$ cat src/verilog/pia_pkg.sv
// shared constants and carriers for the priority interrupt arbiter
package pia_pkg;
  // ---------------------------------------------------------------
  // levels, codes and reset values
  // ---------------------------------------------------------------
  localparam int NLINE = 7;
  localparam logic [2:0] FC_CPU_SPACE = 3'h7;
  localparam logic [2:0] MASK_ALL = 3'h7;
  localparam logic [2:0] MASK_NONE = 3'h0;
  localparam logic [2:0] MASK_RST = 3'h7;
  localparam logic [2:0] LVL_NMI = 3'h7;
  localparam logic [19:0] ACK_ADDR_HI = 20'hfffff;
  localparam logic ACK_ADDR_LSB = 1'h1;
  localparam logic [3:0] ARBITRATION_ID_FIELD_IM_RST = 4'hf;
  localparam logic [3:0] ARBITRATION_ID_FIELD_MOD_RST = 4'h0;
  localparam logic [3:0] ARBITRATION_ID_FIELD_NONE = 4'h0;
  // vector numbers: plain defaults, not taken from any part
  localparam logic [7:0] AUTOVEC_BASE = 8'h18;
  localparam logic [7:0] SPURIOUS_VEC = 8'h0f;
  // ---------------------------------------------------------------
  // timing
  // ---------------------------------------------------------------
  localparam int CLK_NS = 100;
  localparam int BUS_TMO_NS = 1600;
  // longest wait rounds down
  localparam int BUS_TMO_CYC = BUS_TMO_NS / CLK_NS;
  // ---------------------------------------------------------------
  // carriers
  // ---------------------------------------------------------------
  typedef struct packed {
    logic [2:0] fc;
    logic [23:0] addr;
  } pia_ack_t;
  typedef struct packed {
    logic req;
    logic [2:0] lvl;
    logic [7:0] vec;
  } pia_src_t;
endpackage

$ cat src/verilog/pia_arbiter.sv
// interrupt recognition, acknowledge and arbitration for the core

// Functional notes
// - mask blocks levels up to mask, not seven
// - mask loaded from acknowledge address level
// - seven lines, line seven highest priority
// - lines wired-nor, internal never drives pins
// - pins 6-1 level, pin 7 edge plus level
// - nmi per assertion and mask leaving 111
// - request valid after two consecutive samples
// - pending request taken only at boundary
// - pending level never stored, highest wins
// - ack: cpu space, high address, level, one
// - equal level resolved by highest arbitration id
// - zero arbitration id winner gives spurious
// - integration id resets 1111, others 0000
// - always contend, no contender gives spurious vector
// - chip selects only on external acknowledge
// - tick timer beats external at equal level
// - edge pins not requests, edge served last
// - end by vector, autovector or bus error
// - stack, clear page field, vector to pc
module pia_arbiter #(
  parameter int NMOD = 4,
  parameter int TMO = pia_pkg::BUS_TMO_CYC
) (
  input wire logic i_clk,
  input wire logic i_rst_n,
  input wire logic i_ce,
  input wire logic [6:0] i_irq_pin_n,
  input wire logic [6:0] i_edge_sel,
  input wire pia_pkg::pia_src_t i_tick,
  input wire pia_pkg::pia_src_t i_edge,
  input wire pia_pkg::pia_src_t [NMOD-1:0] i_mod,
  input wire logic [NMOD:0] i_arbitration_id_field_we,
  input wire logic [3:0] i_arbitration_id_field_wd,
  input wire logic i_mask_we,
  input wire logic [2:0] i_mask_wd,
  input wire logic i_boundary,
  input wire logic i_data_size_ack_n,
  input wire logic i_autovector_request_n,
  input wire logic i_bus_error_signal_n,
  input wire logic [7:0] i_data,
  output logic [2:0] o_mask,
  output logic [6:0] o_lines,
  output logic o_pending,
  output logic o_stack,
  output logic o_pk_clr,
  output logic o_iack,
  output pia_pkg::pia_ack_t o_ack,
  output logic o_ext_bus,
  output logic o_cs_en,
  output logic o_spurious,
  output logic [7:0] o_vec_num,
  output logic [15:0] o_vec_addr,
  output logic o_pc_load
);
  localparam int TMO_B = TMO + 3;
  typedef enum logic [2:0] {
    ST_IDLE, ST_STACK, ST_ACK, ST_EXT, ST_DONE
  } pia_state_t;
  // highest set line as a level, zero when none
  function automatic logic [2:0] hi_lvl(input logic [6:0] v);
    logic [2:0] r;
    r = 3'h0;
    for (int k = 0; k < 7; k++) begin
      if (v[k]) begin
        r = 3'(k + 1);
      end
    end
    return r;
  endfunction
  // ---------------------------------------------------------------
  // pin synchronisers and validity
  // ---------------------------------------------------------------
  logic [17:0] sy1, sy2;
  logic [6:0] seen;
  logic [6:0] ext_valid;
  logic data_size_ack, autovector_request, bus_error_signal;
  always_ff @(posedge i_clk or negedge i_rst_n) begin
    if (!i_rst_n) begin
      sy1 <= 18'h3ffff;
      sy2 <= 18'h3ffff;
    end else if (i_ce) begin
      sy1 <= {i_data, i_bus_error_signal_n, i_autovector_request_n, i_data_size_ack_n, i_irq_pin_n};
      sy2 <= sy1;
    end
  end
  // one extra sample: asserted on two successive periods
  always_ff @(posedge i_clk or negedge i_rst_n) begin
    if (!i_rst_n) begin
      seen <= 7'h00;
    end else if (i_ce) begin
      seen <= ~sy2[6:0];
    end
  end
  assign ext_valid = ~sy2[6:0] & seen & ~i_edge_sel;
  assign data_size_ack = ~sy2[7];
  assign autovector_request = ~sy2[8];
  assign bus_error_signal = ~sy2[9];
  // ---------------------------------------------------------------
  // wired-nor of request lines
  // ---------------------------------------------------------------
  logic [6:0] lines;
  logic [6:0] int_lines;
  always_comb begin
    int_lines = 7'h00;
    if (i_tick.req && i_tick.lvl != 3'h0) begin
      int_lines[i_tick.lvl - 3'h1] = 1'b1;
    end
    if (i_edge.req && i_edge.lvl != 3'h0) begin
      int_lines[i_edge.lvl - 3'h1] = 1'b1;
    end
    for (int m = 0; m < NMOD; m++) begin
      if (i_mod[m].req && i_mod[m].lvl != 3'h0) begin
        int_lines[i_mod[m].lvl - 3'h1] = 1'b1;
      end
    end
  end
  // internal requests join here only, never the pin path
  assign lines = ext_valid | int_lines;
  assign o_lines = lines;
  // ---------------------------------------------------------------
  // mask, nmi detection and pending level
  // ---------------------------------------------------------------
  pia_state_t state;
  logic [2:0] mask, mask_d, ack_lvl;
  logic line7_d, nmi;
  logic [2:0] mlvl, pend_lvl;
  logic nmi_set, nmi_clr;
  always_ff @(posedge i_clk or negedge i_rst_n) begin
    if (!i_rst_n) begin
      mask <= pia_pkg::MASK_RST;
    end else if (i_ce) begin
      if (state == ST_ACK) begin
        mask <= o_ack.addr[3:1];
      end else if (i_mask_we) begin
        mask <= i_mask_wd;
      end
    end
  end
  always_ff @(posedge i_clk or negedge i_rst_n) begin
    if (!i_rst_n) begin
      mask_d <= pia_pkg::MASK_RST;
      line7_d <= 1'b0;
    end else if (i_ce) begin
      mask_d <= mask;
      line7_d <= lines[6];
    end
  end
  assign nmi_set = (lines[6] && !line7_d) ||
    (lines[6] && mask_d == pia_pkg::MASK_ALL &&
     mask != pia_pkg::MASK_ALL);
  assign nmi_clr = state == ST_ACK && ack_lvl == pia_pkg::LVL_NMI;
  // a new edge in the clearing cycle is kept
  always_ff @(posedge i_clk or negedge i_rst_n) begin
    if (!i_rst_n) begin
      nmi <= 1'b0;
    end else if (i_ce) begin
      if (nmi_set) begin
        nmi <= 1'b1;
      end else if (nmi_clr) begin
        nmi <= 1'b0;
      end
    end
  end
  // recomputed every cycle so a later higher level wins
  assign mlvl = hi_lvl({1'b0, lines[5:0]});
  always_comb begin
    if (nmi) begin
      pend_lvl = pia_pkg::LVL_NMI;
    end else if (mlvl > mask) begin
      pend_lvl = mlvl;
    end else begin
      pend_lvl = 3'h0;
    end
  end
  assign o_pending = pend_lvl != 3'h0;
  assign o_mask = mask;
  // ---------------------------------------------------------------
  // arbitration ids
  // ---------------------------------------------------------------
  logic [3:0] arbitration_id_field [NMOD+1];
  always_ff @(posedge i_clk or negedge i_rst_n) begin
    if (!i_rst_n) begin
      for (int m = 0; m < NMOD; m++) begin
        arbitration_id_field[m] <= pia_pkg::ARBITRATION_ID_FIELD_MOD_RST;
      end
      arbitration_id_field[NMOD] <= pia_pkg::ARBITRATION_ID_FIELD_IM_RST;
    end else if (i_ce) begin
      for (int m = 0; m <= NMOD; m++) begin
        if (i_arbitration_id_field_we[m]) begin
          arbitration_id_field[m] <= i_arbitration_id_field_wd;
        end
      end
    end
  end
  // ---------------------------------------------------------------
  // contention at the acknowledged level
  // ---------------------------------------------------------------
  logic [3:0] best_id;
  logic any_cont, im_wins, tick_hit, ext_hit, edge_hit;
  logic [7:0] best_vec;
  assign tick_hit = i_tick.req && i_tick.lvl == ack_lvl;
  assign ext_hit = ext_valid[ack_lvl - 3'h1];
  assign edge_hit = i_edge.req && i_edge.lvl == ack_lvl;
  // ties between equal ids are left to software to avoid
  always_comb begin
    best_id = pia_pkg::ARBITRATION_ID_FIELD_NONE;
    best_vec = pia_pkg::SPURIOUS_VEC;
    any_cont = 1'b0;
    im_wins = 1'b0;
    for (int m = 0; m < NMOD; m++) begin
      if (i_mod[m].req && i_mod[m].lvl == ack_lvl) begin
        if (!any_cont || arbitration_id_field[m] > best_id) begin
          best_id = arbitration_id_field[m];
          best_vec = i_mod[m].vec;
        end
        any_cont = 1'b1;
      end
    end
    if (tick_hit || ext_hit || edge_hit) begin
      if (!any_cont || arbitration_id_field[NMOD] > best_id) begin
        best_id = arbitration_id_field[NMOD];
        im_wins = 1'b1;
        // tick, then external, then edge
        best_vec = tick_hit ? i_tick.vec : i_edge.vec;
      end
      any_cont = 1'b1;
    end
  end
  // ---------------------------------------------------------------
  // exception sequence
  // ---------------------------------------------------------------
  logic [$clog2(TMO+1)-1:0] tmo_cnt;
  logic [7:0] vec;
  logic spur;
  always_ff @(posedge i_clk or negedge i_rst_n) begin
    if (!i_rst_n) begin
      state <= ST_IDLE;
      ack_lvl <= 3'h0;
      vec <= 8'h00;
      spur <= 1'b0;
    end else if (i_ce) begin
      case (state)
        ST_IDLE: begin
          if (i_boundary && o_pending) begin
            ack_lvl <= pend_lvl;
            state <= ST_STACK;
          end
        end
        ST_STACK: begin
          state <= ST_ACK;
        end
        ST_ACK: begin
          if (!any_cont || best_id == pia_pkg::ARBITRATION_ID_FIELD_NONE) begin
            vec <= pia_pkg::SPURIOUS_VEC;
            spur <= 1'b1;
            state <= ST_DONE;
          end else if (im_wins && !tick_hit && ext_hit) begin
            state <= ST_EXT;
          end else begin
            vec <= best_vec;
            spur <= 1'b0;
            state <= ST_DONE;
          end
        end
        ST_EXT: begin
          if (bus_error_signal || 32'(tmo_cnt) >= TMO) begin
            vec <= pia_pkg::SPURIOUS_VEC;
            spur <= 1'b1;
            state <= ST_DONE;
          end else if (data_size_ack) begin
            vec <= sy2[17:10];
            spur <= 1'b0;
            state <= ST_DONE;
          end else if (autovector_request) begin
            vec <= pia_pkg::AUTOVEC_BASE + 8'(ack_lvl);
            spur <= 1'b0;
            state <= ST_DONE;
          end
        end
        ST_DONE: begin
          state <= ST_IDLE;
        end
        default: begin
          state <= ST_IDLE;
        end
      endcase
    end
  end
  // bus monitor for the external acknowledge
  always_ff @(posedge i_clk or negedge i_rst_n) begin
    if (!i_rst_n) begin
      tmo_cnt <= '0;
    end else if (i_ce) begin
      if (state == ST_EXT) begin
        tmo_cnt <= tmo_cnt + 1'b1;
      end else begin
        tmo_cnt <= '0;
      end
    end
  end
  // ---------------------------------------------------------------
  // outputs
  // ---------------------------------------------------------------
  assign o_stack = state == ST_STACK;
  assign o_pk_clr = state == ST_STACK;
  assign o_iack = state == ST_ACK || state == ST_EXT;
  assign o_ack.fc = pia_pkg::FC_CPU_SPACE;
  assign o_ack.addr = {pia_pkg::ACK_ADDR_HI, ack_lvl,
                       pia_pkg::ACK_ADDR_LSB};
  assign o_ext_bus = state == ST_EXT;
  assign o_cs_en = state == ST_EXT;
  assign o_pc_load = state == ST_DONE;
  assign o_spurious = spur;
  assign o_vec_num = vec;
  assign o_vec_addr = {7'h00, vec, 1'b0};
  // ---------------------------------------------------------------
  // checks
  // ---------------------------------------------------------------
  a_ack_address: assert property (@(posedge i_clk)
    disable iff (!i_rst_n) o_iack |-> o_ack.fc == 3'h7 &&
    o_ack.addr[23:4] == 20'hfffff && o_ack.addr[0] &&
    o_ack.addr[3:1] == ack_lvl)
    else $error("acknowledge address malformed");
  a_mask_from_ack: assert property (@(posedge i_clk)
    disable iff (!i_rst_n) i_ce && state == ST_ACK |=>
    mask == $past(ack_lvl))
    else $error("mask not loaded from level");
  a_stack_first: assert property (@(posedge i_clk)
    disable iff (!i_rst_n) i_ce && state == ST_STACK |=>
    o_iack && !o_stack)
    else $error("acknowledge not after stacking");
  a_nmi_edge: assert property (@(posedge i_clk)
    disable iff (!i_rst_n) i_ce && lines[6] && !line7_d |=> nmi)
    else $error("level seven edge lost");
  a_two_samples: assert property (@(posedge i_clk)
    disable iff (!i_rst_n) ext_valid[0] |-> !sy2[0] && !$past(sy2[0]))
    else $error("request valid too early");
  a_mask_blocks: assert property (@(posedge i_clk)
    disable iff (!i_rst_n) !nmi && mlvl <= mask |-> !o_pending)
    else $error("masked request pending");
  a_take_boundary: assert property (@(posedge i_clk)
    disable iff (!i_rst_n) i_ce && state == ST_IDLE && !i_boundary
    |=> state == ST_IDLE)
    else $error("taken off boundary");
  a_spur_zero: assert property (@(posedge i_clk)
    disable iff (!i_rst_n) i_ce && state == ST_ACK &&
    best_id == 4'h0 |=> o_spurious && o_pc_load)
    else $error("zero id not spurious");
  a_cs_external: assert property (@(posedge i_clk)
    disable iff (!i_rst_n) o_cs_en |-> o_ext_bus && !tick_hit)
    else $error("chip select on internal ack");
  a_ext_bounded: assert property (@(posedge i_clk)
    disable iff (!i_rst_n) $rose(o_ext_bus) |->
    ##[1:TMO_B] o_pc_load)
    else $error("external acknowledge never ends");
  a_tick_first: assert property (@(posedge i_clk)
    disable iff (!i_rst_n) i_ce && state == ST_ACK && im_wins &&
    best_id != 4'h0 && tick_hit |=> !o_ext_bus &&
    o_vec_num == $past(i_tick.vec))
    else $error("tick not ahead of external");
endmodule

$ cat config.mk
export PLATFORM = sky130hd
export DESIGN_NAME = pia_arbiter
export DESIGN_NICKNAME = d
export VERILOG_FILES = /design/src/verilog/pia_pkg.sv /design/src/verilog/pia_arbiter.sv
export SDC_FILE = /design/constraint.sdc
export NUM_CORES = 1
export LEC_CHECK = 0
export BUFFER_PORTS_ARGS = -buffer_cell sky130_fd_sc_hd__buf_2
export CORE_MARGIN = 2
export CORE_UTILIZATION = 49
export DETAILED_ROUTE_END_ITERATION = 10
export HOLD_SLACK_MARGIN = 0.12
export PLACE_DENSITY = 0.9
export SLEW_MARGIN = 5
export SYNTH_ARGS = -nofsm -noshare
export SYNTH_HDL_FRONTEND = slang
export SYNTH_SLANG_ARGS = --single-unit
$ cat constraint.sdc
create_clock -name i_clk -period 7.8 [get_ports i_clk]
set_input_delay 0.39 -clock i_clk [delete_from_list [all_inputs] [get_ports i_clk]]
set_output_delay 0.39 -clock i_clk [all_outputs]
set_load 0.1 [all_outputs]
# Word-level counts from Yosys, hierarchy flattened
# Cells that the tools add are included.
word_totals:
  out_inout_bits: 69
  regBits: 91
  elab_cells: 214
  input_bits: 114
classes:
  n_addsub: 9
  n_mux: 78
  order_cmp: 19
  n_eq_ne: 16
  bitwise_logic: 11
  n_reduce_logical: 64
op_table:
  columns: ["operator", "n"]
  rows:
  - ["$mux 8", 15]
  - ["$mux 3", 15]
  - ["$mux 7", 6]
  - ["$or 7x7->7", 6]
  - ["$mux 4", 9]
  - ["$lt 3x4->1 const B", 7]
  - ["$logic_and 1x1->1", 25]
  - ["$mux 1", 22]
  - ["$reduce_bool 3->1", 7]
  - ["$sub 3x1->3 const B", 7]
  - ["$demux 1 s3", 6]
  - ["$eq 3x3->1", 6]
  - ["$ge 3x1->1 const B", 6]
  - ["$gt 4x4->1", 4]
  - ["$pmux 8 s2", 1]
  - ["$and 7x7->7", 2]
  - ["$not 7->7", 2]
  - ["$reduce_and 2->1", 7]
  - ["$pmux 3 s4", 1]
  - ["$logic_or 1x1->1", 10]
  - ["$eq 3x3->1 const B", 3]
  - ["$logic_not 1->1", 7]
  - ["$add 5x3->6 const A", 1]
  - ["$eq 3x2->1 const B", 2]
  - ["16 further kinds", 20]

# Longest topological paths before layout
depth:
  depth_word: 30
  mapped_depth: 44
  ltp_nobuf: 37

# Worst setup path before layout
# OpenSTA, ideal clock, no wires.
synth_timing:
  kind: "flip-flop to flip-flop"
  from: "register ack_lvl[1]"
  to: "register vec[5], in the netlist o_vec_num[5]"
  required_time_ns: 7.680
  setup_ns: 0.120
  slack_ns: -0.712
  path_buffers: 6
  t_arrival_ns: 8.392
  synth_period_minus_slack_ns: 8.512
  path_stages_with_launch: 42
  cell_sequence: "dfrtp_1 > buf_4 > xnor2_1 > and4_4 > buf_6 > and2_4 > inv_2 > ha_1 > and4_1 > a21o_1 > nor3_1 > nor2_1 > a22o_1 > ha_1 > or3b_1 > a221o_1 > o211ai_2 > clkbuf_1 > [... 6 more ...] > o41a_1 > buf_6 > nand2_2 > nand2_1 > o21ai_0 > ha_1 > nor2b_1 > o21a_1 > o21a_1 > o21ai_0 > o21ai_0 > and4b_1 > or3_1 > clkbuf_1 > clkbuf_1 > nand2_1 > nand2_1 > a31o_1"
synth_between:
  elab_chain_cells: 23
  word_cells_on_any_way: 70
  cone_classes: "2 x add/sub; 4 x order compare; 7 x eq/ne; 34 x mux; 23 x reduce/logical"
synth_lines:
  columns: ["item", "line", "source"]
  rows:
  - ["from (decl)", "pia_arbiter.sv:127", "logic [2:0] mask, mask_d, ack_lvl;"]
  - ["from (signal assigned)", "pia_arbiter.sv:248", "ack_lvl <= pend_lvl;"]
  - ["$eq 3x3->1", "pia_arbiter.sv:214", "if (i_mod[m].req && i_mod[m].lvl == ack_lvl) begin"]
  - ["$logic_and 1x1->1", "pia_arbiter.sv:214", null]
  - ["$mux 4 / $mux 1 (equally long branches)", "pia_arbiter.sv:214", null]
  - ["$gt 4x4->1 / $logic_not 1->1 (equally long branches)", "pia_arbiter.sv:215", "if (!any_cont || arbitration_id_field[m] > best_id) begin"]
  - ["$logic_or 1x1->1", "pia_arbiter.sv:215", null]
  - ["$mux 4", "pia_arbiter.sv:215", null]
  - ["$mux 4", "pia_arbiter.sv:214", null]
  - ["$gt 4x4->1", "pia_arbiter.sv:215", null]
  - ["[... 7 more ...]", null, null]
  - ["$gt 4x4->1", "pia_arbiter.sv:223", "if (!any_cont || arbitration_id_field[NMOD] > best_id) begin"]
  - ["$logic_or 1x1->1", "pia_arbiter.sv:223", null]
  - ["$mux 4 / $mux 1 (equally long branches)", "pia_arbiter.sv:223", null]
  - ["$mux 4 / $mux 1 (equally long branches)", "pia_arbiter.sv:222", "if (tick_hit || ext_hit || edge_hit) begin"]
  - ["$logic_not 4->1 / $logic_and 1x1->1 (equally long branches)", "pia_arbiter.sv:256, pia_arbiter.sv:260", null]
  - ["$logic_or 1x1->1 / $logic_and 1x1->1 (equally long branches)", "pia_arbiter.sv:256, pia_arbiter.sv:260", null]
  - ["$ne 3x3->1 (no source line) / $mux 8 (equally long branches)", null, null]
  - ["$reduce_and 4->1 (no source line) / $pmux 8 s2 (equally long branches)", null, null]
  - ["to (signal assigned)", "pia_arbiter.sv:257", "vec <= pia_pkg::SPURIOUS_VEC;"]
  - ["to (signal assigned)", "pia_arbiter.sv:263", "vec <= best_vec;"]
  - ["to (signal assigned)", "pia_arbiter.sv:270", "vec <= pia_pkg::SPURIOUS_VEC;"]
  - ["to (decl)", "pia_arbiter.sv:236", "logic [7:0] vec;"]
# Several ways; a longest one is shown, not always the timed one. The select of a mux whose other input is x is not followed.
# A chain may end at the register's enable or synchronous reset.

# Worst setup path after layout
layout_timing:
  from: "register ack_lvl[1]"
  to: "register vec[4], in the netlist o_vec_num[4]"
# Same word-level chain as after synthesis.

==> metrics.md <==
| Metric | Value |
|---|---|
| Area of the mapped netlist | `roughly 6700 um^2` |
| Accumulated negative setup slack | `0 ns` |
| Number of standard cells in the layout, taps in and fillers out | `approximately 1100` |
| Areal power density over the cells | `roughly 320 nW/um^2` |
| Multi-input combinational cell area | `slightly below 4000 um^2` |
| Fraction of post-synthesis cell area in the top cell type by area | `~18%` |
| Leakage | `3.607 nW` |
| Clock buffer count from CTS | `9` |
| Total wire length after detailed routing | `18.01 mm` |
| Run status | `completed` |
| Setup slack on the worst flop-to-flop path | `0.38 ns` |
| Buffers from clock root to sink, at most | `2` |
| Number of synthesized flops with an enable pin | `0` |
| Synthesis-to-layout area growth | `17.79%` |
| Critical Path End | `o_vec_num[4]$_DFFE_PN0P_` |
| CTS tree | `built` |
| Type of destination of the critical path | `flop` |
| Die outline width | `between 100 and 150 um` |
| Clock latency reported for the late side of the worst-skew pair | `between 0.3 and 0.4 ns` |
| Most repeated cell in the gate-level netlist after synthesis | `sky130_fd_sc_hd__nand2_1` |
| Avg Synthesized Cell Area | `9.132 um^2` |
| Worst-case headroom to the max-slew limit | `around two fifths` |
| Maximum number of pins on one net before global-route repair | `between 70 and 80` |
| Required time of the critical path | `~8.0 ns` |
| Critical path origin | `ack_lvl[1]$_DFFE_PN0P_` |
| Endpoints failing hold | `0` |
| Cell types occupying the most area after synthesis | `sky130_fd_sc_hd__dfstp_2 18%, sky130_fd_sc_hd__dfrtp_1 17%, sky130_fd_sc_hd__mux2_2 11%, sky130_fd_sc_hd__ha_1 5.8%, sky130_fd_sc_hd__buf_4 4.8%` |
| Number of I/O port buffers | `150` |
| Max-capacitance violation count | `0` |
| Area taken by flip-flops and latches | `approximately 2300 um^2` |
| Global-route total usage across every layer | `24.22%` |
| CP arrival | `around 7.7 ns` |
| Kind of start point of the critical path | `flop` |
| Clock transition at the registers of the reported paths | `roughly 0.070 ns` |
| First drt pass iteration count | `5` |
| Register area share after synthesis | `34.69%` |
| Setup Crit Path Kind | `flop to flop` |
| Routability-driven placement congestion ratio | `around 0.97` |
| Peak fanout along the critical path | `8` |
| Vertical extent of the die | `~120 um` |
| Delay contributed by the slowest stage of the critical path | `0.49 ns` |
| Filler cells | `1130` |
| Wire length of the first global-routing pass | `approximately 28 mm` |
| Layout Skew | `slightly below 0.008 ns` |
| Share of the cycle needed by the critical path after routing | `95.19%` |
| Via count of the routed design | `a little over 6000` |
| Antenna violations before repair | `2` |
| Share of synthesized registers carrying an async set or reset | `between 90% and 100%` |
| Kind of path behind the tightest hold check | `primary input to flop` |
| Final Slew Violations | `0` |
| Maximum clock frequency | `roughly 130 MHz` |
| CTS H-Tree Depth | `3` |
| IR drop worst, VDD | `between 0.3 and 0.4 mV` |
| Initial cell density of the core | `between 50 and 60%` |
| Primary flip-flop cell chosen by synthesis mapping | `sky130_fd_sc_hd__dfstp_2` |
| Fraction of final layout cells with drive strength greater than 1 | `37.92%` |
| Area of the die | `14690 um^2` |
| Fin nets | `between 1000 and 1500` |
| Power after layout | `about 2.5 mW` |
| Routed wirelength normalized by instance count | `roughly 17 um` |
| Core occupancy in the finished layout | `between 50% and 60%` |
| Total of warnings raised by yosys | `0` |
| Synthesis-stage register bit count | `between 90 and 100` |
| Number of DRC violations after detailed routing | `0` |
| Antenna diode instance count | `0` |
| Reg2reg path depth | `35` |
| Number of global-route vias before repair | `approximately 5700` |
| Critical Path Slowest Stage Cell | `sky130_fd_sc_hd__dfrtp_4` |
| Dpl cell area | `7488 um^2` |
| Total I/O pin count | `about 180` |
| DRC violation total after the first TritonRoute iteration | `around 450` |
| DR vias/cell | `between 5 and 6` |
| Final setup violating endpoints | `0` |
| Number of standard cells after synthesis | `between 700 and 800` |
| Count of antenna-violating nets left after detailed routing | `0` |
| Post-synth top cells | `73 x sky130_fd_sc_hd__nand2_1, 67 x sky130_fd_sc_hd__mux2_2, 46 x sky130_fd_sc_hd__dfstp_2, 46 x sky130_fd_sc_hd__nor2_1` |
| Library cell with the largest summed area after synthesis | `sky130_fd_sc_hd__dfstp_2` |
| Min Clock Period, post-route | `around 7.4 ns` |
| Cell variety after synth | `76` |
| CTS Root Buffer Type | `sky130_fd_sc_hd__clkbuf_16` |
| Overflow after GRT | `0` |
| Cells after DPL | `roughly 1000` |
| Final design area excluding fillers | `about 7900 um^2` |
| End of the worst register-to-register path | `o_vec_num[4]$_DFFE_PN0P_` |
| Detailed placer's ending HPWL | `13.80 mm` |
| Cell repeated most along the worst path | `sky130_fd_sc_hd__ha_1` |
| Launch point of the worst reg-to-reg path | `ack_lvl[1]$_DFFE_PN0P_` |
| Row Count | `between 40 and 50` |
| Number of clock sinks | `slightly above 90` |
| Floorplan core area | `13350 um^2` |
| Slew at the pin with the worst max-slew slack | `0.8838 ns` |
-- registers in the layout (all words and copies together) (netlist names), 3 cells and up --
signal and flops:
sy1 18, sy2 18, mask_d 3, o_vec_num 8, state 3, tmo_cnt 5, o_mask 3, seen 7
arbitration_id_field 20, ack_lvl 3
-- worst min-delay path by stage --
| stage | from | endpoint | depth (start not counted) | slack [ns] |
|---|---|---|---|---|
| 6_report | i_irq_pin_n[5] | sy1[5]$_DFFE_PN1P_ | 2 | 0.27 |
| 5_1_grt | i_irq_pin_n[6] | sy1[6]$_DFFE_PN1P_ | 2 | 0.26 |
| 4_1_cts | i_irq_pin_n[5] | sy1[5]$_DFFE_PN1P_ | 2 | 0.26 |
| 3_5_place_dp | i_rst_n | tmo_cnt[3]$_DFFE_PN0P_ | 1 | 0.37 |
| 3_3_place_gp | i_rst_n | tmo_cnt[2]$_DFFE_PN0P_ | 1 | 0.37 |
| 2_1_floorplan | i_rst_n | arbitration_id_field[10]$_DFFE_PN0P_ | 0 | 0.09 |
-- per-stage QoR --
step / setup slack, ns / hold slack, ns
2_1_floorplan: 0.02543 / 0.09441
4_1_cts: 0.03152 / 0.2621
3_3_place_gp: 0.1799 / 0.3719
3_5_place_dp: -0.1520 / 0.3718
6_report: 0.3752 / 0.2680
5_1_grt: -0.03068 / 0.2629
-- power by group --
group / switching [mW] / internal [mW]
Combinational: 1.01 / 0.405
Clock: 0.206 / 0.225
Sequential: 0.0854 / 0.592
-- kinds of logic (layout without fill, tap and decap cells) --
| logic type | count (synthesis) | in the layout | share of synthesized area (%) |
|---|---|---|---|
| adders and majority gates | 31 | 31 | 5.763 |
| DFF | 91 | 91 | 34.69 |
| and+or+nand+nor | 229 | 230 | 17.18 |
| other | 2 | 32 | 0.1116 |
| muxes | 83 | 83 | 13.78 |
| buffers and inverters | 117 | 235 | 9.518 |
| AOI/OAI and AO/OA | 164 | 164 | 16.25 |
| xor gates and xnor gates | 20 | 20 | 2.714 |
-- placed cells by master, fill, tap and decap left out, types with 29 or more instances in the layout --
cell                      count
sky130_fd_sc_hd__a21oi_1     29
sky130_fd_sc_hd__nor2_1      45
sky130_fd_sc_hd__dfrtp_1     42
sky130_fd_sc_hd__conb_1      32
sky130_fd_sc_hd__nand2_1     73
sky130_fd_sc_hd__ha_1        31
sky130_fd_sc_hd__buf_2      149
sky130_fd_sc_hd__mux2_2      67
sky130_fd_sc_hd__inv_1       44
sky130_fd_sc_hd__o21ai_0     43
sky130_fd_sc_hd__dfstp_2     46
-- repair_timing --
action / 4_1_cts / 5_1_grt
gates resized for setup: 1 / 11
endpoints found under the setup margin: 8 / 11
hold buffers: 1 / 0
gates cloned: 0 / 1
endpoints found under the hold margin: 14 / 0
buffers inserted: 0 / 9
pin swaps: 0 / 9
-- final cells by class --
cell class                      instances  area share, %
Timing Repair Buffer                  173          11.71
Clock inverter                          7         0.8365
Tap cell                              176          2.778
Multi-Input combinational cell        560          50.06
Inverter                               46          2.178
Sequential cell                        91          29.59
Clock buffer                            9          2.841
-- layer usage --
metal | share of wire [%] | track usage, % | wire [um] | vias to the layer above
met3 | 8.3 | 4.934 | 1501 | 50
met4 | 2.9 | 9.267 | 516 | 4
met2 | 47 | 39.19 | 8471 | 325
met1 | 42 | 31.98 | 7491 | 2876
li1 | - | - | - | 2860
met5 | 0.15 | 0 | 27 | -
-- worst max-delay path, delay by kind of cell (launching register included) --
kind | cells | cell delay [ns]
and+or+nand+nor | 14 | 2.58
AOI/OAI and AO/OA | 14 | 2.57
adders and majority gates | 4 | 1.12
DFF | 1 | 0.49
muxes | 1 | 0.31
xor gates and xnor gates | 1 | 0.18
buffers and inverters | 1 | 0.05
Note: power is estimated with default switching activity, not from simulation.
